`config.mk`:
```
export PLATFORM = sky130hd
export DESIGN_NAME = fhc_host
export DESIGN_NICKNAME = d
export VERILOG_FILES = /design/src/hw/fhc_pkg.sv /design/src/hw/fhc_bus_cycle.sv /design/src/hw/fhc_host.sv
export SDC_FILE = /design/constraint.sdc
export NUM_CORES = 1
export LEC_CHECK = 0
export BUFFER_PORTS_ARGS = -buffer_cell sky130_fd_sc_hd__buf_2
export CELL_PAD_IN_SITES_DETAIL_PLACEMENT = 1
export CELL_PAD_IN_SITES_GLOBAL_PLACEMENT = 1
export CORE_MARGIN = 1.5
export CORE_UTILIZATION = 40
export CTS_CLUSTER_DIAMETER = 80
export DETAILED_ROUTE_END_ITERATION = 7
export HOLD_SLACK_MARGIN = 0.03
export PLACE_DENSITY = 0.77
export SYNTH_ARGS = -nofsm -noshare
export SYNTH_HDL_FRONTEND = slang
export SYNTH_SLANG_ARGS = --single-unit
```
`constraint.sdc`:
```
create_clock -name MCLK -period 3.54 [get_ports MCLK]
set_input_delay 0.531 -clock MCLK [delete_from_list [all_inputs] [get_ports MCLK]]
set_output_delay 0.531 -clock MCLK [all_outputs]
set_load 0.005 [all_outputs]
```
`src/hw/fhc_pkg.sv`:
```
// package: constants and types of the flash erase/program host controller
package fhc_pkg;
	// timing, figures in ns, counts derived at the 40 MHz system clock
	localparam int CLK_NS     = 25;
	localparam int T_WLWH_NS  = 60;   // write strobe low
	localparam int T_ACC_NS   = 90;   // access time from enable
	localparam int T_GAP_NS   = 35;   // output disable before the next cycle
	localparam int T_RPHW_NS  = 300;  // reset release to first access
	localparam int T_WLWH_CYC = (T_WLWH_NS + CLK_NS - 1) / CLK_NS;
	localparam int T_ACC_CYC  = (T_ACC_NS + CLK_NS - 1) / CLK_NS;
	localparam int T_GAP_CYC  = (T_GAP_NS + CLK_NS - 1) / CLK_NS;
	localparam int T_RPHW_CYC = (T_RPHW_NS + CLK_NS - 1) / CLK_NS;

	localparam int ADDR_W  = 18;
	localparam int DATA_W  = 16;
	localparam int BLK_LSB = 16;      // 64K-word region holds any whole block

	// device command codes
	localparam logic [15:0] CMD_READ_ARRAY  = 16'h00FF;
	localparam logic [15:0] CMD_PROG_SETUP  = 16'h0040;
	localparam logic [15:0] CMD_ERASE_SETUP = 16'h0020;
	localparam logic [15:0] CMD_CONFIRM     = 16'h00D0;
	localparam logic [15:0] CMD_SUSPEND     = 16'h00B0;
	localparam logic [15:0] CMD_RESUME      = 16'h00D0;

	// device status byte bit positions
	localparam int SB_VPP   = 3;
	localparam int SB_PROG  = 4;
	localparam int SB_ERASE = 5;
	localparam int SB_SUSP  = 6;
	localparam int SB_READY = 7;

	// register offsets
	localparam logic [7:0] REG_CTRL     = 8'h00;
	localparam logic [7:0] REG_CMD      = 8'h04;
	localparam logic [7:0] REG_ADDR     = 8'h08;
	localparam logic [7:0] REG_WDATA    = 8'h0C;
	localparam logic [7:0] REG_STATUS   = 8'h10;
	localparam logic [7:0] REG_RDATA    = 8'h14;
	localparam logic [7:0] REG_IRQ_STAT = 8'h18;
	localparam logic [7:0] REG_IRQ_MASK = 8'h1C;

	// control fields
	localparam int         CTRL_W         = 5;
	localparam int         CTL_RP_ASSERT  = 0;
	localparam int         CTL_UNLOCK     = 1;
	localparam int         CTL_CHECK_EACH = 2;
	localparam int         CTL_AUTO_EXIT  = 3;
	localparam int         CTL_NOWAIT     = 4;
	localparam logic [4:0] CTRL_RST       = 5'h0C;

	// status register fields
	localparam int ST_BUSY  = 0;
	localparam int ST_SUSP  = 1;
	localparam int ST_EACT  = 2;
	localparam int ST_VPP   = 3;
	localparam int ST_FSTAT = 8;

	// interrupt sources
	localparam int IRQ_W       = 6;
	localparam int IRQ_DONE    = 0;
	localparam int IRQ_VPP     = 1;
	localparam int IRQ_PFAIL   = 2;
	localparam int IRQ_EFAIL   = 3;
	localparam int IRQ_SEQ     = 4;
	localparam int IRQ_REFUSED = 5;

	typedef enum logic [2:0] {
		OP_READ = 3'b000, OP_PROG = 3'b001, OP_ERASE = 3'b010, OP_SUSP = 3'b011,
		OP_RESUME = 3'b100, OP_WAIT = 3'b101, OP_CLEAR = 3'b110, OP_STATUS = 3'b111
	} fhc_op_e;

	typedef enum logic [2:0] {
		S_RESET = 3'b000, S_IDLE = 3'b001, S_WR1 = 3'b010, S_WR2 = 3'b011,
		S_POLL = 3'b100, S_EXIT = 3'b101, S_READ = 3'b110, S_FIN = 3'b111
	} fhc_state_e;

	typedef enum logic [2:0] {
		P_IDLE = 3'b000, P_SETUP = 3'b001, P_STROBE = 3'b010, P_HOLD = 3'b011, P_GAP = 3'b100
	} fhc_phase_e;

	typedef struct packed {
		fhc_phase_e          ph;
		logic [3:0]          cnt;
		logic                wr;
		logic                ce_n;
		logic                oe_n;
		logic                we_n;
		logic                dq_oe;
		logic [ADDR_W-1:0]   a;
		logic [DATA_W-1:0]   wd;
		logic [DATA_W-1:0]   rd;
		logic [DATA_W-1:0]   s1;
		logic [DATA_W-1:0]   s2;
		logic                done;
	} fhc_bus_s;

	typedef struct packed {
		fhc_state_e          st;
		fhc_op_e             op;
		logic [CTRL_W-1:0]   ctrl;
		logic [IRQ_W-1:0]    irq_st;
		logic [IRQ_W-1:0]    irq_mask;
		logic [ADDR_W-1:0]   addr;
		logic [ADDR_W-1:0]   erase_addr;
		logic [DATA_W-1:0]   wdata;
		logic [DATA_W-1:0]   rdata;
		logic [7:0]          fstat;
		logic                array_mode;
		logic                status_mode;
		logic                erase_act;
		logic                susp;
		logic                vpp_low;
		logic [3:0]          wait_cnt;
		logic                bc_start;
		logic                bc_wr;
		logic [ADDR_W-1:0]   bc_addr;
		logic [DATA_W-1:0]   bc_wd;
		logic [31:0]         prdata;
	} fhc_main_s;
endpackage

```
`src/hw/fhc_bus_cycle.sv`:
```
// module: one asynchronous flash bus cycle, read or write, with pin timing
`timescale 1ns/1ps
module fhc_bus_cycle
	import fhc_pkg::*;
(
	input  wire logic              clk,
	input  wire logic              rst,
	input  wire logic              start,
	input  wire logic              wr,
	input  wire logic [ADDR_W-1:0] addr,
	input  wire logic [DATA_W-1:0] wdata,
	output logic                   done,
	output logic      [DATA_W-1:0] rdata,
	output logic                   ce_n,
	output logic                   oe_n,
	output logic                   we_n,
	output logic      [ADDR_W-1:0] a,
	output logic      [DATA_W-1:0] dq_o,
	output logic                   dq_oe,
	input  wire logic [DATA_W-1:0] dq_i
);
	localparam fhc_bus_s BUS_RST = '{ph: P_IDLE, ce_n: 1'b1, oe_n: 1'b1, we_n: 1'b1, default: '0};

	fhc_bus_s r;
	fhc_bus_s n;

	// cycle phases: enable, strobe, hold, then a gap with every strobe high
	always_comb
	begin
		n = r;
		n.done = 1'b0;
		n.s1 = dq_i;
		n.s2 = r.s1;
		case (r.ph)
			P_IDLE:
				if (start)
				begin
					n.ph = P_SETUP;
					n.wr = wr;
					n.a = addr;
					n.wd = wdata;
					n.ce_n = 1'b0;
					n.dq_oe = wr;
				end
			P_SETUP:
			begin
				n.ph = P_STROBE;
				n.we_n = !r.wr;
				n.oe_n = r.wr;
				// reads wait two extra cycles for the pin synchroniser
				n.cnt = r.wr ? 4'(T_WLWH_CYC - 1) : 4'(T_ACC_CYC + 1);
			end
			P_STROBE:
				if (r.cnt == 4'h0)
				begin
					n.ph = P_HOLD;
					n.we_n = 1'b1;
					n.oe_n = 1'b1;
					if (!r.wr)
						n.rd = r.s2;
				end
				else
					n.cnt = r.cnt - 4'h1;
			P_HOLD:
			begin
				n.ph = P_GAP;
				n.ce_n = 1'b1;
				n.dq_oe = 1'b0;
				n.cnt = 4'(T_GAP_CYC - 1);
			end
			P_GAP:
				if (r.cnt == 4'h0)
				begin
					n.ph = P_IDLE;
					n.done = 1'b1;
				end
				else
					n.cnt = r.cnt - 4'h1;
			default: n.ph = P_IDLE;
		endcase
	end

	always_ff @(posedge clk)
	begin
		if (rst)
			r <= BUS_RST;
		else
			r <= n;
	end

	assign done  = r.done;
	assign rdata = r.rd;
	assign ce_n  = r.ce_n;
	assign oe_n  = r.oe_n;
	assign we_n  = r.we_n;
	assign a     = r.a;
	assign dq_o  = r.wd;
	assign dq_oe = r.dq_oe;
endmodule // fhc_bus_cycle

```
`src/hw/fhc_host.sv`:
```
// module: APB-controlled host sequencer for a boot-block parallel flash
// Contract
// - after programming the last word, write the read-array code.
// - clear the supply-low flag before any further program or erase.
// - erase is setup code then confirm code, both inside the target block.
// - toggle output enable between status reads; device refreshes status then.
// - after the last block erase, write the read-array code.
// - after suspend, poll until ready and suspended before going on.
// - while suspended, write read-array and read only other blocks.
// - full status check after each word or once after many.
// - resume code continues a suspended erase; suspend state clears.
`timescale 1ns/1ps
module fhc_host
	import fhc_pkg::*;
#(
	parameter logic [15:0] CMD_READ_STATUS  = 16'h0070,
	parameter logic [15:0] CMD_CLEAR_STATUS = 16'h0050
)(
	input  wire logic              MCLK,
	input  wire logic              SYS_RST,
	input  wire logic              PSEL,
	input  wire logic              PENABLE,
	input  wire logic              PWRITE,
	input  wire logic [7:0]        PADDR,
	input  wire logic [31:0]       PWDATA,
	output logic      [31:0]       PRDATA,
	output logic                   PREADY,
	output logic                   PSLVERR,
	output logic                   IRQ,
	output logic                   FL_CE_N,
	output logic                   FL_OE_N,
	output logic                   FL_WE_N,
	output logic      [ADDR_W-1:0] FL_ADDR,
	input  wire logic [DATA_W-1:0] FL_DQ_I,
	output logic      [DATA_W-1:0] FL_DQ_O,
	output logic                   FL_DQ_OE,
	output logic                   FL_RP_N,
	output logic                   FL_BOOT_UNLOCK
);
	localparam fhc_main_s MAIN_RST = '{st: S_RESET, op: OP_READ, ctrl: CTRL_RST, array_mode: 1'b1,
		wait_cnt: 4'(T_RPHW_CYC), default: '0};

	fhc_main_s          r;
	fhc_main_s          n;
	logic               bc_done;
	logic [DATA_W-1:0]  bc_rdata;
	logic [IRQ_W-1:0]   ev;
	logic [IRQ_W-1:0]   clr;
	logic               wr_acc;
	logic               rd_setup;
	logic               launch;
	logic               refuse;
	fhc_op_e            op_in;

	// decoded register offsets
	function automatic logic mapped(input logic [7:0] a);
		mapped = (a[1:0] == 2'b00) && (a <= REG_IRQ_MASK);
	endfunction

	// blocks never straddle a region, so a region match is a safe same-block test
	function automatic logic same_blk(input logic [ADDR_W-1:0] x, input logic [ADDR_W-1:0] y);
		same_blk = x[ADDR_W-1:BLK_LSB] == y[ADDR_W-1:BLK_LSB];
	endfunction

	// start one bus cycle and move to the state that waits for it
	function automatic fhc_main_s issue(input fhc_main_s s, input logic w, input logic [ADDR_W-1:0] ad,
		input logic [DATA_W-1:0] d, input fhc_state_e nx);
		issue = s;
		issue.bc_start = 1'b1;
		issue.bc_wr = w;
		issue.bc_addr = ad;
		issue.bc_wd = d;
		issue.st = nx;
	endfunction

	fhc_bus_cycle u_bus (.clk(MCLK), .rst(SYS_RST), .start(r.bc_start), .wr(r.bc_wr), .addr(r.bc_addr),
		.wdata(r.bc_wd), .done(bc_done), .rdata(bc_rdata), .ce_n(FL_CE_N), .oe_n(FL_OE_N), .we_n(FL_WE_N),
		.a(FL_ADDR), .dq_o(FL_DQ_O), .dq_oe(FL_DQ_OE), .dq_i(FL_DQ_I));

	// host-side refusals keep the device out of sequences it would reject or corrupt
	always_comb
	begin
		op_in = fhc_op_e'(PWDATA[2:0]);
		case (op_in)
			OP_PROG, OP_ERASE: refuse = r.vpp_low || r.susp || r.erase_act;
			OP_SUSP:           refuse = !r.erase_act || r.susp;
			OP_RESUME:         refuse = !r.susp;
			OP_CLEAR:          refuse = r.erase_act;  // device ignores clear while an erase is open
			OP_WAIT:           refuse = !r.erase_act || r.susp;
			OP_READ:           refuse = r.susp ? same_blk(r.addr, r.erase_addr) : r.erase_act;
			default:           refuse = 1'b0;
		endcase
	end

	// register bus, sequencer and interrupt status, all in one next-state process
	always_comb
	begin
		n = r;
		n.bc_start = 1'b0;
		ev = '0;
		wr_acc = PSEL && PENABLE && PWRITE;
		rd_setup = PSEL && !PENABLE && !PWRITE;
		launch = wr_acc && (PADDR == REG_CMD);
		clr = (wr_acc && PADDR == REG_IRQ_STAT) ? PWDATA[IRQ_W-1:0] : '0;
		if (wr_acc)
			case (PADDR)
				REG_CTRL:     n.ctrl = PWDATA[CTRL_W-1:0];
				REG_ADDR:     n.addr = PWDATA[ADDR_W-1:0];
				REG_WDATA:    n.wdata = PWDATA[DATA_W-1:0];
				REG_IRQ_MASK: n.irq_mask = PWDATA[IRQ_W-1:0];
				default:      ;
			endcase
		if (launch && (r.st != S_IDLE || r.ctrl[CTL_RP_ASSERT]))
			ev[IRQ_REFUSED] = 1'b1;
		case (r.st)
			S_RESET:
			begin
				// device comes out of reset idle, in array mode, with status cleared
				n.erase_act = 1'b0;
				n.susp = 1'b0;
				n.vpp_low = 1'b0;
				n.array_mode = 1'b1;
				n.status_mode = 1'b0;
				if (r.ctrl[CTL_RP_ASSERT])
					n.wait_cnt = 4'(T_RPHW_CYC);
				else if (r.wait_cnt == 4'h0)
					n.st = S_IDLE;
				else
					n.wait_cnt = r.wait_cnt - 4'h1;
			end
			S_IDLE:
				if (r.ctrl[CTL_RP_ASSERT])
					n.st = S_RESET;
				else if (launch && refuse)
					ev[IRQ_REFUSED] = 1'b1;
				else if (launch)
				begin
					n.op = op_in;
					case (op_in)
						OP_READ:
							if (r.array_mode)
								n = issue(n, 1'b0, r.addr, '0, S_READ);
							else
								n = issue(n, 1'b1, r.addr, CMD_READ_ARRAY, S_WR1);
						OP_PROG:   n = issue(n, 1'b1, r.addr, CMD_PROG_SETUP, S_WR1);
						OP_ERASE:
						begin
							n.erase_addr = r.addr;
							n = issue(n, 1'b1, r.addr, CMD_ERASE_SETUP, S_WR1);
						end
						OP_SUSP:   n = issue(n, 1'b1, r.erase_addr, CMD_SUSPEND, S_WR1);
						OP_RESUME: n = issue(n, 1'b1, r.erase_addr, CMD_RESUME, S_WR1);
						OP_WAIT:
							if (r.status_mode)
								n = issue(n, 1'b0, r.erase_addr, '0, S_POLL);
							else
								n = issue(n, 1'b1, r.erase_addr, CMD_READ_STATUS, S_WR1);
						OP_CLEAR:  n = issue(n, 1'b1, r.addr, CMD_CLEAR_STATUS, S_WR1);
						default:   n = issue(n, 1'b1, r.addr, CMD_READ_STATUS, S_WR1);
					endcase
				end
			S_WR1:
				if (bc_done)
				begin
					n.array_mode = 1'b0;
					n.status_mode = 1'b1;
					case (r.op)
						OP_READ:
						begin
							n.array_mode = 1'b1;
							n.status_mode = 1'b0;
							n = issue(n, 1'b0, r.addr, '0, S_READ);
						end
						OP_PROG:   n = issue(n, 1'b1, r.addr, r.wdata, S_WR2);
						OP_ERASE:  n = issue(n, 1'b1, r.erase_addr, CMD_CONFIRM, S_WR2);
						OP_SUSP:   n = issue(n, 1'b0, r.erase_addr, '0, S_POLL);
						OP_RESUME:
						begin
							n.susp = 1'b0;
							n.st = S_FIN;
						end
						OP_WAIT:   n = issue(n, 1'b0, r.erase_addr, '0, S_POLL);
						OP_STATUS: n = issue(n, 1'b0, r.addr, '0, S_READ);
						default:
						begin
							n.vpp_low = 1'b0;
							n.array_mode = r.array_mode;  // clear-status leaves the read mode alone
							n.status_mode = r.status_mode;
							n.st = S_FIN;
						end
					endcase
				end
			S_WR2:
				if (bc_done)
				begin
					if (r.op == OP_ERASE)
						n.erase_act = 1'b1;
					if (r.op == OP_ERASE && r.ctrl[CTL_NOWAIT])
						n.st = S_FIN;
					else
						n = issue(n, 1'b0, r.bc_addr, '0, S_POLL);
				end
			S_POLL:
				if (bc_done)
				begin
					n.fstat = bc_rdata[7:0];
					// each poll is its own read cycle, so output enable toggles between them
					if (!bc_rdata[SB_READY])
						n = issue(n, 1'b0, r.bc_addr, '0, S_POLL);
					else if (r.op == OP_SUSP && bc_rdata[SB_SUSP])
					begin
						n.susp = 1'b1;
						n.st = S_FIN;
					end
					else
					begin
						if (r.op != OP_PROG)
							n.erase_act = 1'b0;
						if (bc_rdata[SB_VPP])
							n.vpp_low = 1'b1;
						// deferred checking: program failures are left for one later status read
						if (r.op != OP_PROG || r.ctrl[CTL_CHECK_EACH])
						begin
							ev[IRQ_VPP] = bc_rdata[SB_VPP];
							ev[IRQ_SEQ] = bc_rdata[SB_PROG] && bc_rdata[SB_ERASE];
							ev[IRQ_EFAIL] = bc_rdata[SB_ERASE] && !bc_rdata[SB_PROG];
							ev[IRQ_PFAIL] = bc_rdata[SB_PROG] && !bc_rdata[SB_ERASE];
						end
						if (r.ctrl[CTL_AUTO_EXIT])
							n = issue(n, 1'b1, r.bc_addr, CMD_READ_ARRAY, S_EXIT);
						else
							n.st = S_FIN;
					end
				end
			S_EXIT:
				if (bc_done)
				begin
					n.array_mode = 1'b1;
					n.status_mode = 1'b0;
					n.st = S_FIN;
				end
			S_READ:
				if (bc_done)
				begin
					n.rdata = bc_rdata;
					if (r.op == OP_STATUS)
						n.fstat = bc_rdata[7:0];
					n.st = S_FIN;
				end
			S_FIN:
			begin
				ev[IRQ_DONE] = 1'b1;
				n.st = S_IDLE;
			end
			default: n.st = S_RESET;
		endcase
		// a new event wins over a clear in the same cycle
		n.irq_st = (r.irq_st & ~clr) | ev;
		if (rd_setup)
			case (PADDR)
				REG_CTRL:     n.prdata = {27'h0, r.ctrl};
				REG_ADDR:     n.prdata = {14'h0, r.addr};
				REG_WDATA:    n.prdata = {16'h0, r.wdata};
				REG_STATUS:   n.prdata = {16'h0, r.fstat, 4'h0, r.vpp_low, r.erase_act, r.susp, r.st != S_IDLE};
				REG_RDATA:    n.prdata = {16'h0, r.rdata};
				REG_IRQ_STAT: n.prdata = {26'h0, r.irq_st};
				REG_IRQ_MASK: n.prdata = {26'h0, r.irq_mask};
				default:      n.prdata = 32'h0;
			endcase
	end

	always_ff @(posedge MCLK)
	begin
		if (SYS_RST)
			r <= MAIN_RST;
		else
			r <= n;
	end

	// zero-wait slave; error only on unmapped offsets
	assign PREADY         = 1'b1;
	assign PSLVERR        = PSEL && PENABLE && !mapped(PADDR);
	assign PRDATA         = r.prdata;
	assign IRQ            = |(r.irq_st & r.irq_mask);
	assign FL_RP_N        = !r.ctrl[CTL_RP_ASSERT];
	assign FL_BOOT_UNLOCK = r.ctrl[CTL_UNLOCK];
endmodule // fhc_host

```
==> results_dict.tcl <==
set metrics [dict create \
    hpwl_um 23990 \
    ant_nets 0 \
    cts_resized 0 \
    hold_viol_final 0 \
    ys.flop_type "dfxtp_1" \
    seq_power_share 0.448 \
    clkPwrFrac 0.460 \
    multi_input_area_mm2 0.005489 \
    core_area_mm2 0.02863 \
    cts_buffers 29 \
    place.gp.congestion 0.9281 \
    cts_sinks 257 \
    cts-root-buf "clkbuf_16" \
    synth_compound_area_frac 0.1935 \
    mappedNetlistArea_mm2 0.01159 \
    vias_per_cell 5.549 \
    worst_pin_slew_ns 0.8663 \
    grt_pass1_wl_um 56040 \
    path_class "reg2out" \
    n_antenna_cell 0 \
    pwr-share-comb 0.092 \
    initial_core_util 0.4050 \
    fillCellCount 3464 \
    final.setup_skew_ns 0.01287 \
    finalMaxSlewViolations 0 \
    power_density_mw_per_mm2 517.1 \
    antenna_found_initial 0 \
    clock.fmax_ghz 0.3665 \
    grt_pass1_vias 10010 \
    setup_viol 0 \
    path_clk_slew_ns 0.07 \
    cap_violations 0 \
    wl_per_cell_um 19.06 \
    rows 62 \
    pin_count 136 \
    grt-ovfl-total 0 \
    setup_tns_ns 0 \
    p_int_w 0.005006 \
    die_w_um 173.2 \
    cp.arrival_ns 2.20 \
    synth.area.mux_share 0.03820 \
    crit_path_end_kind "output pin" \
    cp-start-kind "flip-flop" \
    drt_first_iter_violations 750 \
    vias 10170 \
    hp-class "in2reg" \
    final_common_cell "nand2_1" \
    ys_seq_area_frac 0.4438 \
    ys_seq_elements 257 \
    synthAdderAreaFrac 0.004209 \
    clock_path_buffers 3 \
    dieArea_mm2 0.03001 \
    crit_path_max_fanout 18 \
    ctsHoldBuffers 0 \
    synth_edf_count 0 \
    drive_above_1_share 0.1506 \
    min_period_over_period 0.7708 \
    mostFrequentLayoutCells "nand2_1, dfxtp_1, a21oi_1" \
    port_buffers 106 \
    wl_um 34920 \
    drc 0 \
    grt_usage 0.2304 \
    synth.yosys.warnings 0 \
    tritoncts "built" \
    layout.nets 1490 \
    grt_start_max_net_pins 85 \
    netSwitchingFraction 0.2533 \
    clock_latency_ns 0.54 \
    irDropWorstVdd_v 0.0003395 \
    final_util 0.4529 \
    synthSimpleGateAreaFrac 0.2248 \
    slew_headroom 0.4217 \
    cts_setup_buffers 0 \
    power.switching_w 0.001698 \
    required_ns 3.01 \
    synth-xor-area-share 0.006799 \
    rsz0062_at_grt "false" \
    die_y_um 173.2 \
    fin_crit_ns 2.729 \
    ys_types 73 \
    synth.avg_cell_area_um2 8.211 \
    async_flop_share 0 \
    status "completed" \
    syn_to_final_growth_pct 11.83 \
    synth_top_family_by_area "simple AND/OR/NAND/NOR gates" \
    drt-pass1-iter-count 5 \
    power.leakage_nw 4.664 \
    synthCells 1412 \
    regArea_mm2 0.005145 \
    cts.htree.levels 1 \
]
==> critical path: stages, from the launching register on <==
cell,delay [ns]
dfxtp_1,0.62
clkinv_1,0.68
buf_2,0.34
==> worst paths after layout <==
path	slack, ns	from	endpoint	cells after the start
worst max-delay path	0.81	r[165]	FL_RP_N	2
worst min-delay path	0.20	FL_DQ_I[13]	u_bus.n[14]	2
worst max register to register	1.05	r[171]	r[39]	6
worst min register to register	0.43	u_bus.n[6]	u_bus.r[6]	1
==> metal layers <==
layer  vias to the layer above  global-route usage  part of all wire
li1                       4868                   -                 -
met1                      4941              0.3222              0.47
met2                       292              0.3701              0.45
met3                        64             0.02961             0.049
met4                         0             0.07174             0.030
met5                         -                   0                 0
==> power by group through the flow <==
| stage | clock [W] | combinational [W] | sequential [W] |
|---|---|---|---|
| after detailed placement | 0 | 0.000606 | 0.00306 |
| after floorplan | 0 | 0.000475 | 0.00303 |
| after CTS | 0.00314 | 0.000611 | 0.00300 |
| after global placement | 0 | 0.000589 | 0.00306 |
| after global routing | 0.00325 | 0.000673 | 0.00301 |
| final | 0.00308 | 0.000615 | 0.00300 |
==> state kept, by name (all words and copies together), names as in the netlist <==
name	cells
FL_BOOT_UNLOCK	1
PRDATA	18
r	143
u_bus.a	18
u_bus.ce_n	1
u_bus.done	1
u_bus.dq_o	16
u_bus.dq_oe	1
u_bus.n	16
u_bus.oe_n	1
u_bus.r	24
u_bus.rdata	16
u_bus.we_n	1
==> synthesized netlist by cell type (4+ instances only) <==
library cell,instances,area (µm²)
a22o_1,19,166.4
inv_1,21,78.83
nor4_4,4,85.08
a31oi_1,4,25.02
o22a_1,18,157.7
nand2b_1,8,50.05
o21ai_0,26,130.1
clkbuf_1,70,262.8
a222oi_1,11,110.1
a211oi_1,6,45.04
and3_1,7,43.79
a21oi_1,197,986.0
a221oi_1,8,70.07
buf_4,71,533.0
dfxtp_1,257,5145
nand3_1,62,310.3
nand4_1,4,25.02
buf_2,12,60.06
nor2b_1,42,262.8
buf_6,5,56.30
or3_1,6,37.54
nand2_1,300,1126
a22oi_1,29,217.7
nor3_1,23,115.1
xnor2_1,5,43.79
nor3b_1,5,37.54
buf_1,7,26.28
mux2_2,4,45.04
nor2_1,66,247.7
a21o_1,5,37.54
mux2i_1,33,330.3
a32oi_1,5,43.79
xor2_1,4,35.03
==> cell families after synthesis <==
family | after synthesis
AND/OR/NAND/NOR | 555
adder cells (fa/ha/maj) | 4
XOR/XNOR | 9
AO/OA/AOI/OAI | 358
multiplexers | 40
flip-flops | 257
other | 2
buffers and inverters | 187
==> per-stage QoR <==
step | instances | hold WS [ns] | power, W | worst slack, ns | area, µm²
2_1_floorplan | 1425 | 0.4138 | 0.003504 | 1.274 | 11640
3_3_place_gp | 1779 | 0.4157 | 0.003650 | 0.6142 | 11980
3_5_place_dp | 1779 | 0.4276 | 0.003671 | 0.5777 | 11980
4_1_cts | 1832 | 0.1852 | 0.006750 | 0.8600 | 12960
5_1_grt | 1832 | 0.1987 | 0.006934 | 0.7418 | 12960
6_report | 1832 | 0.2018 | 0.006704 | 0.8113 | 12960
==> cell type report <==
cell class              instances  share of cell area
flip-flops and latches        257              0.3968
clock buffers                  37             0.06292
multi-input cells             981              0.4234
inverters                      22            0.006369
repair buffers                135             0.06012
well taps                     384             0.03706
clock inverters                16             0.01332
Note: power is estimated with default switching activity, not from simulation.
